### config.mk
export PLATFORM = sky130hd
export DESIGN_NAME = signal_mixer
export DESIGN_NICKNAME = d
export VERILOG_FILES = /design/src/rtl/signal_mixer_pkg.sv /design/src/rtl/signal_mixer.sv
export SDC_FILE = /design/constraint.sdc
export NUM_CORES = 1
export LEC_CHECK = 0
export ABC_AREA = 1
export ABC_CLOCK_PERIOD_IN_PS = 4220
export BUFFER_PORTS_ARGS = -buffer_cell sky130_fd_sc_hd__buf_2
export CORE_MARGIN = 2
export CORE_UTILIZATION = 40
export CTS_BUF_LIST = sky130_fd_sc_hd__clkbuf_2
export DETAILED_ROUTE_END_ITERATION = 8
export GPL_ROUTABILITY_DRIVEN = 0
export PLACE_DENSITY = 0.7
export RECOVER_POWER = 25
export SLEW_MARGIN = 10
export SYNTH_ARGS = -nofsm -noshare
export SYNTH_HDL_FRONTEND = slang
export SYNTH_SLANG_ARGS = --single-unit
### constraint.sdc
create_clock -name mclk_in -period 4.22 [get_ports mclk_in]
set_input_delay 0.633 -clock mclk_in [delete_from_list [all_inputs] [get_ports mclk_in]]
set_output_delay 0.633 -clock mclk_in [all_outputs]
set_load 0.05 [all_outputs]
### src/rtl/signal_mixer_pkg.sv
// Package: register map, field layout and source encodings of the signal mixer
package signal_mixer_pkg;

   // Register byte offsets on the Avalon-MM slave (word aligned)
   localparam logic [3:0] CTRL_OFS     = 4'h0;
   localparam logic [3:0] MSRC_OFS     = 4'h4;
   localparam logic [3:0] CARH_OFS     = 4'h8;
   localparam logic [3:0] CARL_OFS     = 4'hc;

   // Control register fields
   localparam int         EN_POS       = 7;
   localparam int         OUTEN_POS    = 6;
   localparam int         OUT_POS      = 5;
   localparam int         SWBIT_POS    = 0;
   // Carrier register fields
   localparam int         SYNC_POS     = 7;
   localparam int         SEL_W        = 4;

   // Reset values
   localparam logic [7:0] CTRL_RST     = 8'h00;
   localparam logic [3:0] SEL_RST      = 4'h0;

   // Modulator source codes
   localparam logic [3:0] MOD_CC1      = 4'h0;
   localparam logic [3:0] MOD_CC2      = 4'h1;
   localparam logic [3:0] MOD_PW5      = 4'h2;
   localparam logic [3:0] MOD_PW6      = 4'h3;
   localparam logic [3:0] MOD_SPI      = 4'h4;
   localparam logic [3:0] MOD_CMP1     = 4'h5;
   localparam logic [3:0] MOD_CMP2     = 4'h6;
   localparam logic [3:0] MOD_TX       = 4'h7;
   localparam logic [3:0] MOD_PIN      = 4'h8;
   localparam logic [3:0] MOD_NCO      = 4'h9;
   localparam logic [3:0] MOD_LC1      = 4'ha;
   localparam logic [3:0] MOD_LC2      = 4'hb;
   localparam logic [3:0] MOD_LC3      = 4'hc;
   localparam logic [3:0] MOD_LC4      = 4'hd;
   localparam logic [3:0] MOD_SWBIT    = 4'he;

   // Carrier source codes
   localparam logic [3:0] CAR_VSS      = 4'h0;
   localparam logic [3:0] CAR_CC1      = 4'h1;
   localparam logic [3:0] CAR_CC2      = 4'h2;
   localparam logic [3:0] CAR_PW5      = 4'h3;
   localparam logic [3:0] CAR_PW6      = 4'h4;
   localparam logic [3:0] CAR_NCO      = 4'h5;
   localparam logic [3:0] CAR_SYSCLK   = 4'h6;
   localparam logic [3:0] CAR_HFOSC    = 4'h7;
   localparam logic [3:0] CAR_LC1      = 4'h8;
   localparam logic [3:0] CAR_LC2      = 4'h9;
   localparam logic [3:0] CAR_LC3      = 4'ha;
   localparam logic [3:0] CAR_LC4      = 4'hb;
   localparam logic [3:0] CAR_REFCLK   = 4'hc;
   localparam logic [3:0] CAR_PIN1     = 4'hd;
   localparam logic [3:0] CAR_PIN2     = 4'he;

   // Bus answer state
   typedef enum logic [1:0] {
      BUS_IDLE = 2'b01,
      BUS_ACK  = 2'b10
   } bus_state_e;

endpackage

### src/rtl/signal_mixer.sv
// Data signal mixer: modulator and carrier selection, sync gating, output pin
// Overview of operation
// RULE_01: Setting the enable bit in the control register activates the mixer.
// RULE_02: Enable clear forces both carriers to ground, modulator to software bit.
// RULE_03: Clearing enable keeps stored selections; they apply again when set.
// RULE_04: Output disabled: mixing continues but the output pin is held low.
// RULE_05: Modulator selector offers fifteen sources including software bit.
// RULE_06: Four-bit source select field picks the modulator input.
// RULE_07: Each carrier selector offers fifteen sources including ground.
// RULE_08: Carrier high source comes from a four-bit field in its register.
// RULE_09: Carrier low source comes from a four-bit field in its register.
// RULE_10: Leaving a synced carrier: other active at once, synced runs to fall.
// RULE_11: Returning to synced carrier: drop other now, wait for its falling edge.
// RULE_12: Carrier high and low each have their own sync bit.
// RULE_13: Output follows carrier high when modulator high, else carrier low.
//
// The placing of the registers and the Avalon-MM slave port were decided locally.
`timescale 1ns/100ps
module signal_mixer
   import signal_mixer_pkg::*;
(
   input  wire logic       mclk_in,
   input  wire logic       nrst_in,
   // Avalon-MM slave
   input  wire logic [3:0] avs_address_in,
   input  wire logic       avs_read_in,
   input  wire logic       avs_write_in,
   input  wire logic [31:0] avs_writedata_in,
   input  wire logic [3:0] avs_byteenable_in,
   output logic [31:0]     avs_readdata_out,
   output logic            avs_waitrequest_out,
   // On-chip sources, same clock domain
   input  wire logic       capture_compare_one_in,
   input  wire logic       capture_compare_two_in,
   input  wire logic       pulse_width_output_five_in,
   input  wire logic       pulse_width_output_six_in,
   input  wire logic       serial_port_data_out_in,
   input  wire logic       comparator_one_in,
   input  wire logic       comparator_two_in,
   input  wire logic       serial_transceiver_tx_in,
   input  wire logic       numeric_oscillator_in,
   input  wire logic [3:0] logic_cell_in,
   input  wire logic       high_freq_internal_oscillator_in,
   input  wire logic       reference_clock_output_in,
   // External pins, synchronised here
   input  wire logic       external_modulation_input_in,
   input  wire logic       external_carrier_input_one_in,
   input  wire logic       external_carrier_input_two_in,
   // Mixed output pin
   output logic            mixer_pin_out
);
   import signal_mixer_pkg::*;

   logic [7:0]             mixer_control_reg_r;
   logic [3:0]             modulation_source_select_r;
   logic [3:0]             carrier_high_select_r;
   logic [3:0]             carrier_low_select_r;
   logic                   carrier_high_sync_bit_r;
   logic                   carrier_low_sync_bit_r;
   bus_state_e             bus_state_r;
   logic [2:0]             pin_meta_r;
   logic [2:0]             pin_sync_r;
   logic                   sysclk_toggle_r;
   logic                   mod_sel;
   logic                   car_h_sel;
   logic                   car_l_sel;
   logic                   mod_sig;
   logic                   car_h;
   logic                   car_l;
   logic                   car_h_d_r;
   logic                   car_l_d_r;
   logic                   car_h_fall;
   logic                   car_l_fall;
   logic                   h_gate_r;
   logic                   l_gate_r;
   logic                   h_gate_nxt;
   logic                   l_gate_nxt;
   logic                   mixed;
   logic                   mixer_enable_bit;
   logic                   software_modulation_bit;
   logic                   output_enable_bit;
   logic                   wr_hit;
   logic [31:0]            rd_word;

   assign mixer_enable_bit        = mixer_control_reg_r[EN_POS];
   assign output_enable_bit       = mixer_control_reg_r[OUTEN_POS];
   assign software_modulation_bit = mixer_control_reg_r[SWBIT_POS];

   // Two-flop synchronisers for the external pins
   always_ff @(posedge mclk_in or negedge nrst_in)
   begin
      if (!nrst_in)
      begin
         pin_meta_r <= 3'h0;
         pin_sync_r <= 3'h0;
      end
      else
      begin
         pin_meta_r <= {external_carrier_input_two_in, external_carrier_input_one_in,
                        external_modulation_input_in};
         pin_sync_r <= pin_meta_r;
      end
   end

   // System clock as a carrier: half rate toggle, the fastest a clocked path can show
   always_ff @(posedge mclk_in or negedge nrst_in)
   begin
      if (!nrst_in)
         sysclk_toggle_r <= 1'b0;
      else
         sysclk_toggle_r <= ~sysclk_toggle_r;
   end

   // Avalon answer: one wait cycle, ack on the second
   always_ff @(posedge mclk_in or negedge nrst_in)
   begin
      if (!nrst_in)
         bus_state_r <= BUS_IDLE;
      else
      begin
         case (bus_state_r)
            BUS_IDLE: if (avs_read_in || avs_write_in) bus_state_r <= BUS_ACK;
            BUS_ACK:  bus_state_r <= BUS_IDLE;
            default:  bus_state_r <= BUS_IDLE;
         endcase
      end
   end

   assign wr_hit = avs_write_in && (bus_state_r == BUS_ACK) && avs_byteenable_in[0];

   // Register writes; enable clear never touches the selections
   always_ff @(posedge mclk_in or negedge nrst_in)
   begin
      if (!nrst_in)
      begin
         mixer_control_reg_r        <= CTRL_RST;
         modulation_source_select_r <= SEL_RST;
         carrier_high_select_r      <= SEL_RST;
         carrier_low_select_r       <= SEL_RST;
         carrier_high_sync_bit_r    <= 1'b0;
         carrier_low_sync_bit_r     <= 1'b0;
      end
      else if (wr_hit)
      begin
         case (avs_address_in)
            CTRL_OFS: // RULE_01
            begin
               mixer_control_reg_r[EN_POS]    <= avs_writedata_in[EN_POS];
               mixer_control_reg_r[OUTEN_POS] <= avs_writedata_in[OUTEN_POS];
               mixer_control_reg_r[SWBIT_POS] <= avs_writedata_in[SWBIT_POS];
            end
            MSRC_OFS: modulation_source_select_r <= avs_writedata_in[SEL_W-1:0]; // RULE_06
            CARH_OFS: // RULE_08 RULE_12
            begin
               carrier_high_select_r   <= avs_writedata_in[SEL_W-1:0];
               carrier_high_sync_bit_r <= avs_writedata_in[SYNC_POS];
            end
            CARL_OFS: // RULE_09 RULE_12
            begin
               carrier_low_select_r   <= avs_writedata_in[SEL_W-1:0];
               carrier_low_sync_bit_r <= avs_writedata_in[SYNC_POS];
            end
            default: ;
         endcase
      end
   end

   // Read mux; unmapped words read zero
   always_comb
   begin
      rd_word = 32'h0;
      case (avs_address_in)
         CTRL_OFS: rd_word[7:0] = {mixer_control_reg_r[7:6], mixer_pin_out, 4'h0,
                                   mixer_control_reg_r[SWBIT_POS]};
         MSRC_OFS: rd_word[3:0] = modulation_source_select_r;
         CARH_OFS: rd_word[7:0] = {carrier_high_sync_bit_r, 3'h0, carrier_high_select_r};
         CARL_OFS: rd_word[7:0] = {carrier_low_sync_bit_r, 3'h0, carrier_low_select_r};
         default:  rd_word = 32'h0;
      endcase
   end

   // Registered bus outputs
   always_ff @(posedge mclk_in or negedge nrst_in)
   begin
      if (!nrst_in)
      begin
         avs_readdata_out    <= 32'h0;
         avs_waitrequest_out <= 1'b1;
      end
      else
      begin
         avs_waitrequest_out <= !((avs_read_in || avs_write_in) && bus_state_r == BUS_IDLE);
         if (avs_read_in && bus_state_r == BUS_IDLE)
            avs_readdata_out <= rd_word;
      end
   end

   // Modulator source select
   always_comb
   begin
      case (modulation_source_select_r) // RULE_05 RULE_06
         MOD_CC1:  mod_sel = capture_compare_one_in;
         MOD_CC2:  mod_sel = capture_compare_two_in;
         MOD_PW5:  mod_sel = pulse_width_output_five_in;
         MOD_PW6:  mod_sel = pulse_width_output_six_in;
         MOD_SPI:  mod_sel = serial_port_data_out_in;
         MOD_CMP1: mod_sel = comparator_one_in;
         MOD_CMP2: mod_sel = comparator_two_in;
         MOD_TX:   mod_sel = serial_transceiver_tx_in;
         MOD_PIN:  mod_sel = pin_sync_r[0];
         MOD_NCO:  mod_sel = numeric_oscillator_in;
         MOD_LC1:  mod_sel = logic_cell_in[0];
         MOD_LC2:  mod_sel = logic_cell_in[1];
         MOD_LC3:  mod_sel = logic_cell_in[2];
         MOD_LC4:  mod_sel = logic_cell_in[3];
         default:  mod_sel = software_modulation_bit;
      endcase
   end

   // Shared carrier mux for both carriers
   function automatic logic car_pick(input logic [3:0] sel);
      case (sel) // RULE_07
         CAR_CC1:    car_pick = capture_compare_one_in;
         CAR_CC2:    car_pick = capture_compare_two_in;
         CAR_PW5:    car_pick = pulse_width_output_five_in;
         CAR_PW6:    car_pick = pulse_width_output_six_in;
         CAR_NCO:    car_pick = numeric_oscillator_in;
         CAR_SYSCLK: car_pick = sysclk_toggle_r;
         CAR_HFOSC:  car_pick = high_freq_internal_oscillator_in;
         CAR_LC1:    car_pick = logic_cell_in[0];
         CAR_LC2:    car_pick = logic_cell_in[1];
         CAR_LC3:    car_pick = logic_cell_in[2];
         CAR_LC4:    car_pick = logic_cell_in[3];
         CAR_REFCLK: car_pick = reference_clock_output_in;
         CAR_PIN1:   car_pick = pin_sync_r[1];
         CAR_PIN2:   car_pick = pin_sync_r[2];
         default:    car_pick = 1'b0;
      endcase
   endfunction

   // Picks live in a process: a plain assign would miss source changes inside the function
   always_comb
   begin
      car_h_sel = car_pick(carrier_high_select_r); // RULE_08
      car_l_sel = car_pick(carrier_low_select_r);  // RULE_09
   end

   // Disabled mixer sees grounded carriers and the software bit
   assign mod_sig = mixer_enable_bit ? mod_sel   : software_modulation_bit; // RULE_02 RULE_03
   assign car_h   = mixer_enable_bit ? car_h_sel : 1'b0;                    // RULE_02
   assign car_l   = mixer_enable_bit ? car_l_sel : 1'b0;                    // RULE_02

   // Carrier history for falling-edge detection
   always_ff @(posedge mclk_in or negedge nrst_in)
   begin
      if (!nrst_in)
      begin
         car_h_d_r <= 1'b0;
         car_l_d_r <= 1'b0;
      end
      else
      begin
         car_h_d_r <= car_h;
         car_l_d_r <= car_l;
      end
   end

   assign car_h_fall = car_h_d_r && !car_h;
   assign car_l_fall = car_l_d_r && !car_l;

   // Gate of each carrier: unsynced follows modulator now, synced changes on a fall
   always_comb
   begin
      h_gate_nxt = mod_sig;
      l_gate_nxt = !mod_sig;
      if (carrier_high_sync_bit_r && car_h_fall == 1'b0) // RULE_10 RULE_11
         h_gate_nxt = h_gate_r;
      if (carrier_low_sync_bit_r && car_l_fall == 1'b0)  // RULE_10 RULE_11
         l_gate_nxt = l_gate_r;
   end

   always_ff @(posedge mclk_in or negedge nrst_in)
   begin
      if (!nrst_in)
      begin
         h_gate_r <= 1'b0;
         l_gate_r <= 1'b0;
      end
      else
      begin
         h_gate_r <= h_gate_nxt; // RULE_12
         l_gate_r <= l_gate_nxt; // RULE_12
      end
   end

   // Mix: gated carriers; a synced gate only opens after a fall so no cut pulse
   assign mixed = (car_h && (carrier_high_sync_bit_r ? h_gate_r : mod_sig)) ||
                  (car_l && (carrier_low_sync_bit_r ? l_gate_r : !mod_sig)); // RULE_13

   // Pin register; held low while output disabled, mixing carries on
   always_ff @(posedge mclk_in or negedge nrst_in)
   begin
      if (!nrst_in)
         mixer_pin_out <= 1'b0;
      else
         mixer_pin_out <= output_enable_bit ? mixed : 1'b0; // RULE_04
   end

endmodule

==> results.sh <==
export IMPL_path_class="in2async"
export IMPL_power_frac_comb_pct=31.3
export IMPL_ys_seq_area_share_pct=42.5
export IMPL_synth_simple_area_share_pct=31.3
export IMPL_rrSetupSlack_ps=2580
export IMPL_worst_ep_required_time_ps=4340
export IMPL_grt_pass1_vias=1909
export IMPL_path_clk_slew_ps=180
export IMPL_cts_max_level=2
export IMPL_cts_made_buffers=5
export IMPL_finalCritPeriodShare_pct=46.6
export IMPL_clkPwrFrac_pct=16.9
export IMPL_synthAdderAreaFrac_pct=0
export IMPL_grt_pass1_wl_um=8490
export IMPL_synthXorXnorAreaFrac_pct=0
export IMPL_power_density_nw_per_um2=362
export IMPL_synthTopCellsByArea="dfrtp_1, nand2_1, nand3_1"
export IMPL_worstSetupStartpointType="input port"
export IMPL_drc=0
export IMPL_synth_edf_count=0
export IMPL_worstPathCellList="clkbuf_1"
export IMPL_core_um2=5540
export IMPL_p_switching_uw=372
export IMPL_crit_cells=1
export IMPL_num_rows=27
export IMPL_antenna_found_initial=0
export IMPL_setup_viol=0
export IMPL_die_h_um=79.9
export IMPL_synth_compound_gate_area_share_pct=9.18
export IMPL_drt_iter0_drc=166
export IMPL_status="finished, violations left"
export IMPL_cts_sinks=39
export IMPL_synth_most_common_cell="nand2_1"
export IMPL_yosys_mux_area_fraction_pct=0.489
export IMPL_layout_min_cycle_time_ps=1970
export IMPL_ir_worst_vdd_v=0.000124
export IMPL_num_vias=2116
export IMPL_wl_um=5030
export IMPL_drv_slew=40
export IMPL_die_area_um2=6380
export IMPL_placed_area_um2=2470
export IMPL_ctsResizeCount=0
export IMPL_worst_slew_pin_slew_ps=2040
export IMPL_relSlewSlack_pct=-36.3
export IMPL_synth_top_cell_area_share_pct=40.2
export IMPL_cap_violations=1
export IMPL_io_buffers=41
export IMPL_synth_top_family_by_area="simple AND/OR/NAND/NOR gates"
export IMPL_crit_slowest_cell="clkbuf_1"
export IMPL_cp_startpoint="nrst_in"
export IMPL_drtPass1Iterations=4
export IMPL_via_per_inst=4.83
export IMPL_end_kind="asynchronous set/reset pin"
export IMPL_final_setup_tns_ps=0
export IMPL_rr_startpoint="carrier_high_select_r[0]"
export IMPL_rsz0062_at_grt="false"
export IMPL_violations="max-capacitance violations, max-slew violations"
export IMPL_synth_top_area_cell="dfrtp_1"
export IMPL_path_max_fanout=39
export IMPL_pre_cts_slack_ps=2260
export IMPL_p_sw_share_pct=41.0
export IMPL_antenna_left=0
export IMPL_async_reset_ff_share_pct=100
export IMPL_yosysWarnings=0
export IMPL_cts_hold_buffers_added=0
export IMPL_skew_ps=13.2
export IMPL_post_drt_wl_per_cell_um=11.5
export IMPL_syn_to_final_growth_pct=8.97
export IMPL_nNetsFinal=427
export IMPL_post_cts_buffers=0
export IMPL_start_util_pct=41.6
export IMPL_max_stage_delay_ps=1430
export IMPL_ys_ff_latch=39
export IMPL_worstReg2RegEnd="h_gate_r"
export IMPL_synth_area_um2=2300
export IMPL_syn_area_per_cell_um2=7.11
export IMPL_internal_power_uw=536
export IMPL_fillers=593
export IMPL_hold_violations=0
export IMPL_final_cell_area_um2=2510
export IMPL_die_w_um=79.9
export IMPL_track_usage_pct=16.9
export IMPL_hold_slack_ps=339
export IMPL_yosysUniqueCellTypes=22
export IMPL_worst_slack_ps=2250
export IMPL_crit_arrival_ps=2090
export IMPL_max_freq_mhz=509
export IMPL_r2r_cells=11
export IMPL_crit_buf_inv=1
export IMPL_grt_max_degree=40
export IMPL_leakagePower_nw=1.42
export IMPL_drive_gt1_share_pct=15.3
export IMPL_cts_tree="done"
export IMPL_path_delay_family="buffers and inverters"
export IMPL_overflow=0
export IMPL_dp_hpwl_um=4020
export IMPL_clk_path_buf_depth=2
export IMPL_critical_path_endpoint="bus_state_r[1]"
export IMPL_hp_class="in2reg"
export IMPL_synth_common_cells="nand2_1, inv_1, nand3_1"
export IMPL_cts_root_buf="clkbuf_2"
export IMPL_pwr_share_seq_pct=51.7
export IMPL_synth_main_ff_cell="dfrtp_1"
export IMPL_ios=96
export IMPL_insertion_delay_ps=380
export IMPL_n_antenna_cell=0
export IMPL_synth_cells=324
final cells by class:
type / instances / area, um^2 / area share (%)
Sequential cell: 39 / 978 / 39.0
Timing Repair Buffer: 41 / 204 / 8.13
Inverter: 43 / 161 / 6.43
Clock buffer: 6 / 30.0 / 1.20
Multi-Input combinational cell: 235 / 1040 / 41.3
Tap cell: 72 / 90.1 / 3.59
Clock inverter: 2 / 7.51 / 0.299
flip-flops by register name, indices dropped and copies added, names as in the netlist, 2 cells and up:
name and cells:
avs_readdata_out 7, carrier_high_select_r 4, carrier_low_select_r 4, modulation_source_select_r 4, pin_meta_r 3, pin_sync_r 3, bus_state_r 2, mixer_control_reg_r 2
layer usage:
| metal | share of wire (%) | vias up | track usage, % |
|---|---|---|---|
| li1 | - | 1060 | - |
| met1 | 42 | 962 | 21.9 |
| met2 | 50 | 82 | 28.6 |
| met3 | 6.0 | 12 | 2.04 |
| met4 | 2.2 | 0 | 6.61 |
| met5 | 0 | - | 0 |
how the worst min path moves through the flow:
stage | startpoint | slack [ps] | depth (start not counted) | endpoint
floorplan | pin_meta_r[0] | 330 | 0 | pin_sync_r[0]
global placement | pin_meta_r[0] | 330 | 0 | pin_sync_r[0]
detailed placement | pin_meta_r[0] | 340 | 0 | pin_sync_r[0]
CTS | external_carrier_input_two_in | 320 | 1 | pin_meta_r[2]
global route | external_carrier_input_two_in | 310 | 1 | pin_meta_r[2]
finish | external_carrier_input_two_in | 340 | 1 | pin_meta_r[2]
through the flow:
stage               utilization, %  total power [mW]  instances
floorplan                        -             0.709        348
global placement              44.6             0.755        430
detailed placement            44.6             0.763        430
CTS                           45.3             0.918        438
global route                  45.3             0.976        438
finish                        45.3             0.909        438
kinds of logic after synthesis:
kind of cell | Yosys count
compound gates | 39
buf+inv | 74
flops | 39
mux | 1
other cells | 1
simple gates | 170
power by group through the flow:
stage	Clock, mW	Sequential, mW	Combinational [mW]
floorplan	0	0.491	0.218
global placement	0	0.476	0.280
detailed placement	0	0.477	0.286
CTS	0.161	0.470	0.287
global route	0.177	0.479	0.320
finish	0.154	0.470	0.285
worst register-to-register path, cell delays in order, from the launching register on:
cell	delay, ps
dfrtp_1	520
inv_1	90
nor2_1	190
nand2_1	70
nand3_1	100
nand2_1	50
nand2_1	60
inv_1	40
nand2_1	100
nand2_2	100
a21oi_1	130
o21ai_0	90
cell usage in the layout (no fill, tap or decap), types with 2 or more instances in the layout:
master	instances
a21oi_1	6
buf_2	40
clkbuf_2	6
clkinv_1	2
conb_1	25
dfrtp_1	37
dfstp_2	2
inv_1	43
nand2_1	98
nand3_1	39
nand4_1	3
nor2_1	24
nor2_2	2
nor3_2	3
o21ai_0	24
o21ai_1	3
o31ai_1	3
No activity file was read; power rests on OpenSTA's default activity.
